$ cat config.mk
export PLATFORM = sky130hd
export DESIGN_NAME = host_byte_port_pin_logic
export DESIGN_NICKNAME = d
export VERILOG_FILES = /design/src/core/hbp_pkg.sv /design/src/core/two_entry_buf.sv /design/src/core/host_byte_port_pin_logic.sv
export SDC_FILE = /design/constraint.sdc
export NUM_CORES = 1
export LEC_CHECK = 0
export BUFFER_PORTS_ARGS = -buffer_cell sky130_fd_sc_hd__buf_2
export CELL_PAD_IN_SITES_DETAIL_PLACEMENT = 0
export CELL_PAD_IN_SITES_GLOBAL_PLACEMENT = 1
export CORE_ASPECT_RATIO = 2
export CORE_MARGIN = 2
export CORE_UTILIZATION = 39
export DETAILED_ROUTE_END_ITERATION = 8
export PLACE_DENSITY = 0.74
export SLEW_MARGIN = 20
export SYNTH_ARGS = -nofsm -noshare
export SYNTH_HDL_FRONTEND = slang
export SYNTH_HIERARCHICAL = 1
export SYNTH_SLANG_ARGS = --single-unit
$ cat constraint.sdc
create_clock -name clk_sys -period 1.45 [get_ports clk_sys]
set_input_delay 0.145 -clock clk_sys [delete_from_list [all_inputs] [get_ports clk_sys]]
set_output_delay 0.145 -clock clk_sys [all_outputs]
set_load 0.05 [all_outputs]
$ cat src/core/hbp_pkg.sv
// constants and types shared by the host byte port pin logic
// assumes a single system clock and a synchronous active-low reset
package hbp_pkg;
   // register-select codes carried by reg_select_1/reg_select_0
   localparam logic [1:0] SEL_CTRL = 2'h0; // port_control_reg
   localparam logic [1:0] SEL_DATA_INC = 2'h1; // data latches, auto increment
   localparam logic [1:0] SEL_ADDR = 2'h2; // port_address_pointer
   localparam logic [1:0] SEL_DATA = 2'h3; // data latches, pointer kept
   // packed pin vector layout, msb first
   localparam int unsigned PIN_W = 16;
   localparam int unsigned PIN_AS = 15; // addr_strobe_n
   localparam int unsigned PIN_CS = 14; // port_select_n
   localparam int unsigned PIN_DSA = 13; // data_strobe_a_n
   localparam int unsigned PIN_DSB = 12; // data_strobe_b_n
   localparam int unsigned PIN_RNW = 11; // read_not_write
   localparam int unsigned PIN_RS1 = 10; // reg_select_1
   localparam int unsigned PIN_RS0 = 9; // reg_select_0
   localparam int unsigned PIN_BIL = 8; // byte_position_sel
   // idle pin picture: all strobes high, so nothing looks active at reset
   localparam logic [15:0] PIN_IDLE = 16'hF000;
   // reset values
   localparam logic IRQ_RST = 1'h1; // host_irq driven high in reset
   localparam logic [7:0] BYTE_RST = 8'h00;
   localparam logic [15:0] WORD_RST = 16'h0000;
   // event word: {rnw, sel[1:0], data[15:0]}
   localparam int unsigned EVT_W = 19;
   // byte sequencing inside one word access
   typedef enum logic [0:0] {
      SEQ_FIRST = 1'b0, // expecting the first byte
      SEQ_SECOND = 1'b1 // first byte seen, waiting for the second
   } seq_e;
endpackage : hbp_pkg

$ cat src/core/two_entry_buf.sv
// two-entry valid/ready buffer with registered outputs
// assumes both sides run on clk_sys; in_ready stalls the source
`timescale 1ns/1ns
`default_nettype none
module two_entry_buf #(
   parameter int unsigned WIDTH = 19
) (
   input wire logic clk_sys,
   input wire logic rst_b,
   input wire logic in_valid,
   output logic in_ready,
   input wire logic [WIDTH-1:0] in_data,
   output logic out_valid,
   input wire logic out_ready,
   output logic [WIDTH-1:0] out_data
);
   logic [WIDTH-1:0] d0_r; // head entry, drives out_data
   logic [WIDTH-1:0] d1_r; // second entry
   logic v0_r; // head holds a word
   logic v1_r; // second entry holds a word
   logic push;
   logic pop;

   // full only when both slots are taken; back-pressure is honest
   assign in_ready = ~v1_r;
   assign out_valid = v0_r;
   assign out_data = d0_r;
   assign push = in_valid & ~v1_r;
   assign pop = v0_r & out_ready;

   // slot bookkeeping; the head always leaves first
   always_ff @(posedge clk_sys) begin
      if (!rst_b) begin
         v0_r <= 1'b0;
         v1_r <= 1'b0;
         d0_r <= '0;
         d1_r <= '0;
      end else if (pop) begin
         // head leaves; second entry or the new word moves up
         d0_r <= v1_r ? d1_r : in_data;
         v0_r <= v1_r | push;
         v1_r <= v1_r & push;
         if (v1_r && push) begin
            d1_r <= in_data;
         end
      end else if (push) begin
         if (!v0_r) begin
            d0_r <= in_data;
            v0_r <= 1'b1;
         end else begin
            d1_r <= in_data;
            v1_r <= 1'b1;
         end
      end
   end
endmodule : two_entry_buf
`default_nettype wire

$ cat src/core/host_byte_port_pin_logic.sv
// pin-level logic of an 8-bit host byte port
// assumes host pins are asynchronous to clk_sys and are synchronised here;
// the dsp side supplies read words and control bits on clk_sys
//
// How it works
// address strobe fall latches select, direction, position
// host asserts address strobe before last strobe
// host may tie address strobe high
// without address strobe, last select/strobe edge latches
// position low first byte, high second byte
// byte order bit picks most significant byte
// register select picks pointer, data or control
// host holds port select low during access
// port select edge samples when strobe already low
// data bus released whenever strobe condition inactive
// data strobes govern the actual byte movement
// host wires read/write strobes or single strobe
// direction always from read_not_write input
// data strobes combined by exclusive-nor
// host_irq follows the control interrupt bit
// host_irq driven high during reset
// codes 00 ctrl, 01 inc data, 10 pointer, 11 data
// host drives read_not_write high to read
// host never breaks first/second byte sequence
`timescale 1ns/1ns
`default_nettype none
module host_byte_port_pin_logic
   import hbp_pkg::*;
#(
   parameter int unsigned WORD_W = 16
) (
   input wire logic clk_sys,
   input wire logic rst_b,
   // host pins
   input wire logic addr_strobe_n,
   input wire logic port_select_n,
   input wire logic data_strobe_a_n,
   input wire logic data_strobe_b_n,
   input wire logic read_not_write,
   input wire logic reg_select_0,
   input wire logic reg_select_1,
   input wire logic byte_position_sel,
   input wire logic [7:0] host_data_in,
   output logic [7:0] host_data_out,
   output logic host_data_oe,
   output logic host_irq,
   // dsp-side control bits and read word
   input wire logic irq_ctrl_bit,
   input wire logic byte_order_bit,
   input wire logic [WORD_W-1:0] rd_word,
   // completed word accesses towards the dsp side
   output logic evt_valid,
   input wire logic evt_ready,
   output logic evt_rnw,
   output logic [1:0] evt_sel,
   output logic [WORD_W-1:0] evt_data,
   // sticky error flags, cleared only by reset
   output logic seq_error,
   output logic evt_overflow
);
   logic [PIN_W-1:0] pins; // raw host pins, packed
   logic [PIN_W-1:0] meta_r; // first synchroniser stage
   logic [PIN_W-1:0] sync_r; // second stage, the only one logic reads
   logic as_s, cs_s, dsa_s, dsb_s, rnw_s, bil_s;
   logic [1:0] sel_s;
   logic [7:0] data_s;
   logic strobe_on; // combined select/strobe condition
   logic as_prev_r; // address strobe one cycle back
   logic strobe_prev_r; // strobe condition one cycle back
   logic as_fall, strobe_rise, strobe_fall;
   logic as_seen_r; // address strobe used in this access
   logic ctl_rnw_r; // latched direction
   logic [1:0] ctl_sel_r; // latched register select
   logic ctl_bil_r; // latched byte position
   seq_e seq_r; // byte sequencing state
   logic [7:0] first_byte_r; // first written byte of a word
   logic word_done; // second byte just finished
   logic pend_r; // word waiting to enter the buffer
   logic pend_rnw_r;
   logic [1:0] pend_sel_r;
   logic [WORD_W-1:0] pend_data_r;
   logic buf_in_ready; // buffer can take the pending word
   logic [7:0] data_out_r;
   logic data_oe_r;
   logic irq_r;
   logic seq_error_r;
   logic overflow_r;
   logic [EVT_W-1:0] evt_word;

   // pick the byte for a read: first or second, arranged by byte order
   function automatic logic [7:0] byte_pick(input logic [15:0] w,
                                            input logic second,
                                            input logic first_msb);
      byte_pick = (second ^ first_msb) ? w[15:8] : w[7:0];
   endfunction : byte_pick

   // put two written bytes together as one word
   function automatic logic [15:0] byte_merge(input logic [7:0] first,
                                              input logic [7:0] second,
                                              input logic first_msb);
      byte_merge = first_msb ? {first, second} : {second, first};
   endfunction : byte_merge

   assign pins = {addr_strobe_n, port_select_n, data_strobe_a_n,
                  data_strobe_b_n, read_not_write, reg_select_1,
                  reg_select_0, byte_position_sel, host_data_in};

   // two-stage synchroniser for every host pin
   always_ff @(posedge clk_sys) begin
      if (!rst_b) begin
         meta_r <= PIN_IDLE;
         sync_r <= PIN_IDLE;
      end else begin
         meta_r <= pins;
         sync_r <= meta_r;
      end
   end

   // unpack the synchronised picture
   assign as_s = sync_r[PIN_AS];
   assign cs_s = sync_r[PIN_CS];
   assign dsa_s = sync_r[PIN_DSA];
   assign dsb_s = sync_r[PIN_DSB];
   assign rnw_s = sync_r[PIN_RNW];
   assign sel_s = {sync_r[PIN_RS1], sync_r[PIN_RS0]};
   assign bil_s = sync_r[PIN_BIL];
   assign data_s = sync_r[7:0];

   // strobes meet in an xnor: both low or both high is not enabled, so
   // an active-high strobe works with the other input tied low
   assign strobe_on = ~cs_s & (dsa_s ^ dsb_s);

   // edge history of the address strobe and combined strobe
   always_ff @(posedge clk_sys) begin
      if (!rst_b) begin
         as_prev_r <= 1'b1;
         strobe_prev_r <= 1'b0;
      end else begin
         as_prev_r <= as_s;
         strobe_prev_r <= strobe_on;
      end
   end

   assign as_fall = as_prev_r & ~as_s;
   // whichever of select or strobes comes last makes this rise
   assign strobe_rise = strobe_on & ~strobe_prev_r;
   assign strobe_fall = ~strobe_on & strobe_prev_r;

   // control latch: address strobe fall wins; otherwise the strobe rise
   always_ff @(posedge clk_sys) begin
      if (!rst_b) begin
         as_seen_r <= 1'b0;
         ctl_rnw_r <= 1'b1;
         ctl_sel_r <= SEL_CTRL;
         ctl_bil_r <= 1'b0;
      end else if (as_fall) begin
         as_seen_r <= 1'b1;
         ctl_rnw_r <= rnw_s;
         ctl_sel_r <= sel_s;
         ctl_bil_r <= bil_s;
      end else if (strobe_rise && !as_seen_r) begin
         ctl_rnw_r <= rnw_s;
         ctl_sel_r <= sel_s;
         ctl_bil_r <= bil_s;
      end else if (strobe_fall) begin
         // the next access needs a fresh address strobe
         as_seen_r <= 1'b0;
      end
   end

   // byte sequencing; a second byte without a first is flagged, not used
   always_ff @(posedge clk_sys) begin
      if (!rst_b) begin
         seq_r <= SEQ_FIRST;
         first_byte_r <= BYTE_RST;
         seq_error_r <= 1'b0;
      end else if (strobe_fall) begin
         case (seq_r)
            SEQ_FIRST: begin
               if (!ctl_bil_r) begin
                  first_byte_r <= data_s;
                  seq_r <= SEQ_SECOND;
               end else begin
                  seq_error_r <= 1'b1;
               end
            end
            SEQ_SECOND: begin
               if (ctl_bil_r) begin
                  seq_r <= SEQ_FIRST;
               end else begin
                  // broken sequence: restart on this byte
                  first_byte_r <= data_s;
                  seq_error_r <= 1'b1;
               end
            end
            default: begin
               seq_r <= SEQ_FIRST;
            end
         endcase
      end
   end

   assign word_done = strobe_fall & ctl_bil_r & (seq_r == SEQ_SECOND);

   // pending word; if the buffer stalls too long a new word is dropped
   // and flagged as overflow rather than corrupting the held one
   always_ff @(posedge clk_sys) begin
      if (!rst_b) begin
         pend_r <= 1'b0;
         pend_rnw_r <= 1'b1;
         pend_sel_r <= SEL_CTRL;
         pend_data_r <= WORD_RST;
         overflow_r <= 1'b0;
      end else if (word_done && (!pend_r || buf_in_ready)) begin
         pend_r <= 1'b1;
         pend_rnw_r <= ctl_rnw_r;
         pend_sel_r <= ctl_sel_r;
         pend_data_r <= ctl_rnw_r ? rd_word
                        : byte_merge(first_byte_r, data_s,
                                     byte_order_bit);
      end else if (word_done) begin
         overflow_r <= 1'b1;
      end else if (pend_r && buf_in_ready) begin
         pend_r <= 1'b0;
      end
   end

   assign evt_word = {pend_rnw_r, pend_sel_r, pend_data_r};

   // two-entry buffer plus the pending word, so a stalled dsp side loses no word until three are held
   two_entry_buf #(
      .WIDTH(EVT_W)
   ) u_evt_buf (
      .clk_sys(clk_sys),
      .rst_b(rst_b),
      .in_valid(pend_r),
      .in_ready(buf_in_ready),
      .in_data(evt_word),
      .out_valid(evt_valid),
      .out_ready(evt_ready),
      .out_data({evt_rnw, evt_sel, evt_data})
   );

   // read drive: only after the control latch has settled, and only
   // while the strobe condition holds, so the bus floats otherwise
   always_ff @(posedge clk_sys) begin
      if (!rst_b) begin
         data_oe_r <= 1'b0;
         data_out_r <= BYTE_RST;
      end else begin
         data_oe_r <= strobe_on & strobe_prev_r & ctl_rnw_r;
         data_out_r <= byte_pick(rd_word, ctl_bil_r,
                                 byte_order_bit);
      end
   end

   // host interrupt pin; forced high while reset is held
   always_ff @(posedge clk_sys) begin
      if (!rst_b) begin
         irq_r <= IRQ_RST;
      end else begin
         irq_r <= irq_ctrl_bit;
      end
   end

   assign host_data_out = data_out_r;
   assign host_data_oe = data_oe_r;
   assign host_irq = irq_r;
   assign seq_error = seq_error_r;
   assign evt_overflow = overflow_r;
endmodule : host_byte_port_pin_logic
`default_nettype wire

==> results.cfg <==
[run_status]
outcome = completed

[grt]
overflow = 0
antenna_found_initial = 0
first_global_vias = 3861
track_usage_pct = 16.39
grt_max_degree = 41
grt_pass1_wl_um = 18000

[worst_setup_path]
rr_startpoint = sync_r[13]
criticalPathCategory = reg -> reg
cp-startpoint = sync_r[13]
reg2reg_setup_slack_ns = 0.07
crit_end = ctl_sel_r[1]
cp.required_ns = 1.80
regToRegEndpoint = ctl_sel_r[1]
reg2reg_depth = 6
critPathArrivalTime_ns = 1.72
critPathLaunchType = flip-flop
cp_max_fo = 6
end_kind = flip-flop

[finish]
regArea_sq_um = 2406
multi_input_area_sq_um = 2326
syn_to_final_growth_pct = 30.37
fin_util_pct = 52.10
antenna_cells = 0
nets = 669
drive_above_1_share_pct = 23.57
fillerInstances = 1166
finish.instance_area_sq_um = 6541

[run]
maxCapViolCount = 0

[timing]
setup_viol = 0
finalCritPeriodShare_pct = 94.91
fin_hold_ws_ns = 0.01287
hold_violations = 0
layout_min_cycle_time_ns = 1.376
slew_headroom_pct = 70.66
max_clock_freq_mhz = 726.7
finalClockSkew_ns = 0.006319
tns_ns = 0
drv_slew = 0
worstMarginPinSlew_ns = 0.4401

[clocking]
clkTransAtPathRegs_ns = 0.06
cts_tree = yes
clock_sinks = 120
htree_levels = 4
cts-root-buf = clkbuf_16
numCtsBuffers = 17
clk_latency_ns = 0.41
clk_path_buf_depth = 2

[drt]
first_iter_violations = 114
final_antenna_net_count = 0
first_pass_iters = 4
routed_wl_um = 10970
viasPerCell = 4.990
drc = 0
wl_per_cell_um = 13.80
vias = 3967

[yosys]
yosys_most_used_dff = dfxtp_1
synth_async_sr_flop_share_pct = 0
syn_area_sq_um = 5017
synth_edf_count = 0
ys_seq_elements = 120
yosysMostFrequentCell = nand2_1
synthesis.nets = 566
syn_inst = 529
synthDistinctLibCells = 43
synth_top_area_share_pct = 47.88
yosysWarnings = 6
synth.top_cells.by_area = dfxtp_1, nand2_1, mux2i_1, a21boi_1, o2111a_1
synthTopCellsByCount = nand2_1, dfxtp_1, mux2i_1
syn_avg_cell_area_sq_um = 9.485
yosys.area.top_type = dfxtp_1
yosysSeqAreaShare_pct = 47.88

[floorplan]
fp.coreArea_sq_um = 12550
die_w_um = 84.20
die-area_sq_um = 13840
die_height_um = 164.4
boundaryPins = 69
initial_utilization_pct = 39.96
num_rows = 58

[placement]
place.gp.congestion = 0.7583
dpl.hpwl_um = 7849
io_buffer_count = 68
dpl_cell_area_sq_um = 5577

[power_and_ir_drop]
worst_ir_drop_vdd_v = 0.0009719
leakage_nw = 2.543
power_density_nw_per_um2 = 1240

[min_path]
hold_class = in -> reg
## registers in the layout (all words and copies together) (netlist names), 2 cells and up
register            flops
host_data_out           8
sync_r                 16
first_byte_r            8
meta_r                 16
ctl_sel_r               2
u_evt_buf/d1_r         19
pend_sel_r              2
pend_data_r            16
u_evt_buf/out_data     19
## per-stage QoR
step,instances,total power [W],worst slack (ns)
2_1_floorplan,529,0.003724,0.01423
3_3_place_gp,730,0.003871,0.1151
3_5_place_dp,730,0.003879,0.03087
4_1_cts,793,0.008197,0.04378
5_1_grt,795,0.008399,-0.003836
6_report,795,0.008112,0.07386
## power by group
part	internal, W	total (W)	switching, W
clock network	0.00271	0.00424	0.00153
logic	0.000227	0.000481	0.000254
registers	0.00336	0.00339	0.0000293
## area by class of cell
| class | instances | share of cell area (%) |
|---|---|---|
| inverter | 5 | 0.2869 |
| clock inverter | 14 | 2.678 |
| tap | 150 | 2.869 |
| timing repair buffer | 126 | 15.26 |
| sequential | 120 | 36.78 |
| clock buffer | 18 | 6.561 |
| multi-input combinational | 362 | 35.56 |
## critical path, cell delays in order (launching register included)
cell,delay [ns]
dfxtp_2,0.34
xnor2_2,0.16
buf_4,0.15
o41ai_4,0.30
buf_4,0.21
nand3_1,0.08
o21ai_1,0.07
## cells in the final DEF (no fill, tap or decap), types with 16 or more instances in the layout
cell and count:
nand2_1 121, dfxtp_1 117, buf_2 67, mux2i_1 38, dlygate4sd3_1 31, a21boi_1 30, and2_1 24, or3_1 19
o2111a_1 19, o21ai_1 18, clkbuf_16 18, o21ai_0 17, buf_4 17, nand4_1 16
## metal layers
layer	wire length [um]	global-route usage [%]
met1	4171	15.87
met4	329	8.798
met3	381	4.298
met5	0	0
met2	6088	31.02
## cells by family (layout without fill, tap and decap cells)
family | Yosys count | in the layout | share of synthesized area, %
buffers and inverters | 47 | 163 | 6.060
AND/OR/NAND/NOR | 216 | 216 | 21.20
AO/OA/AOI/OAI | 103 | 103 | 16.26
flip-flops | 120 | 120 | 47.88
XOR/XNOR | 5 | 5 | 1.023
multiplexers | 38 | 38 | 7.581
## worst min-delay path by stage
stage | startpoint | end | slack (ns) | cells past startpoint
floorplan | irq_ctrl_bit | host_irq | 0.25 | 1
global placement | irq_ctrl_bit | host_irq | 0.32 | 2
detailed placement | irq_ctrl_bit | host_irq | 0.33 | 2
CTS | rd_word[8] | host_data_out[0] | 0.005 | 3
global route | rd_word[8] | host_data_out[0] | 0.01 | 3
finish | rd_word[8] | host_data_out[0] | 0.01 | 3
## timing repair
action | in CTS | in global routing
endpoints found under the hold margin | 25 | 0
hold buffers | 31 | 0
pin swaps | 0 | 1
gates resized for setup | 1 | 3
setup endpoints to repair | 1 | 17
gates cloned | 0 | 1
setup buffers | 0 | 1
Power figures use the tool's default switching activity.
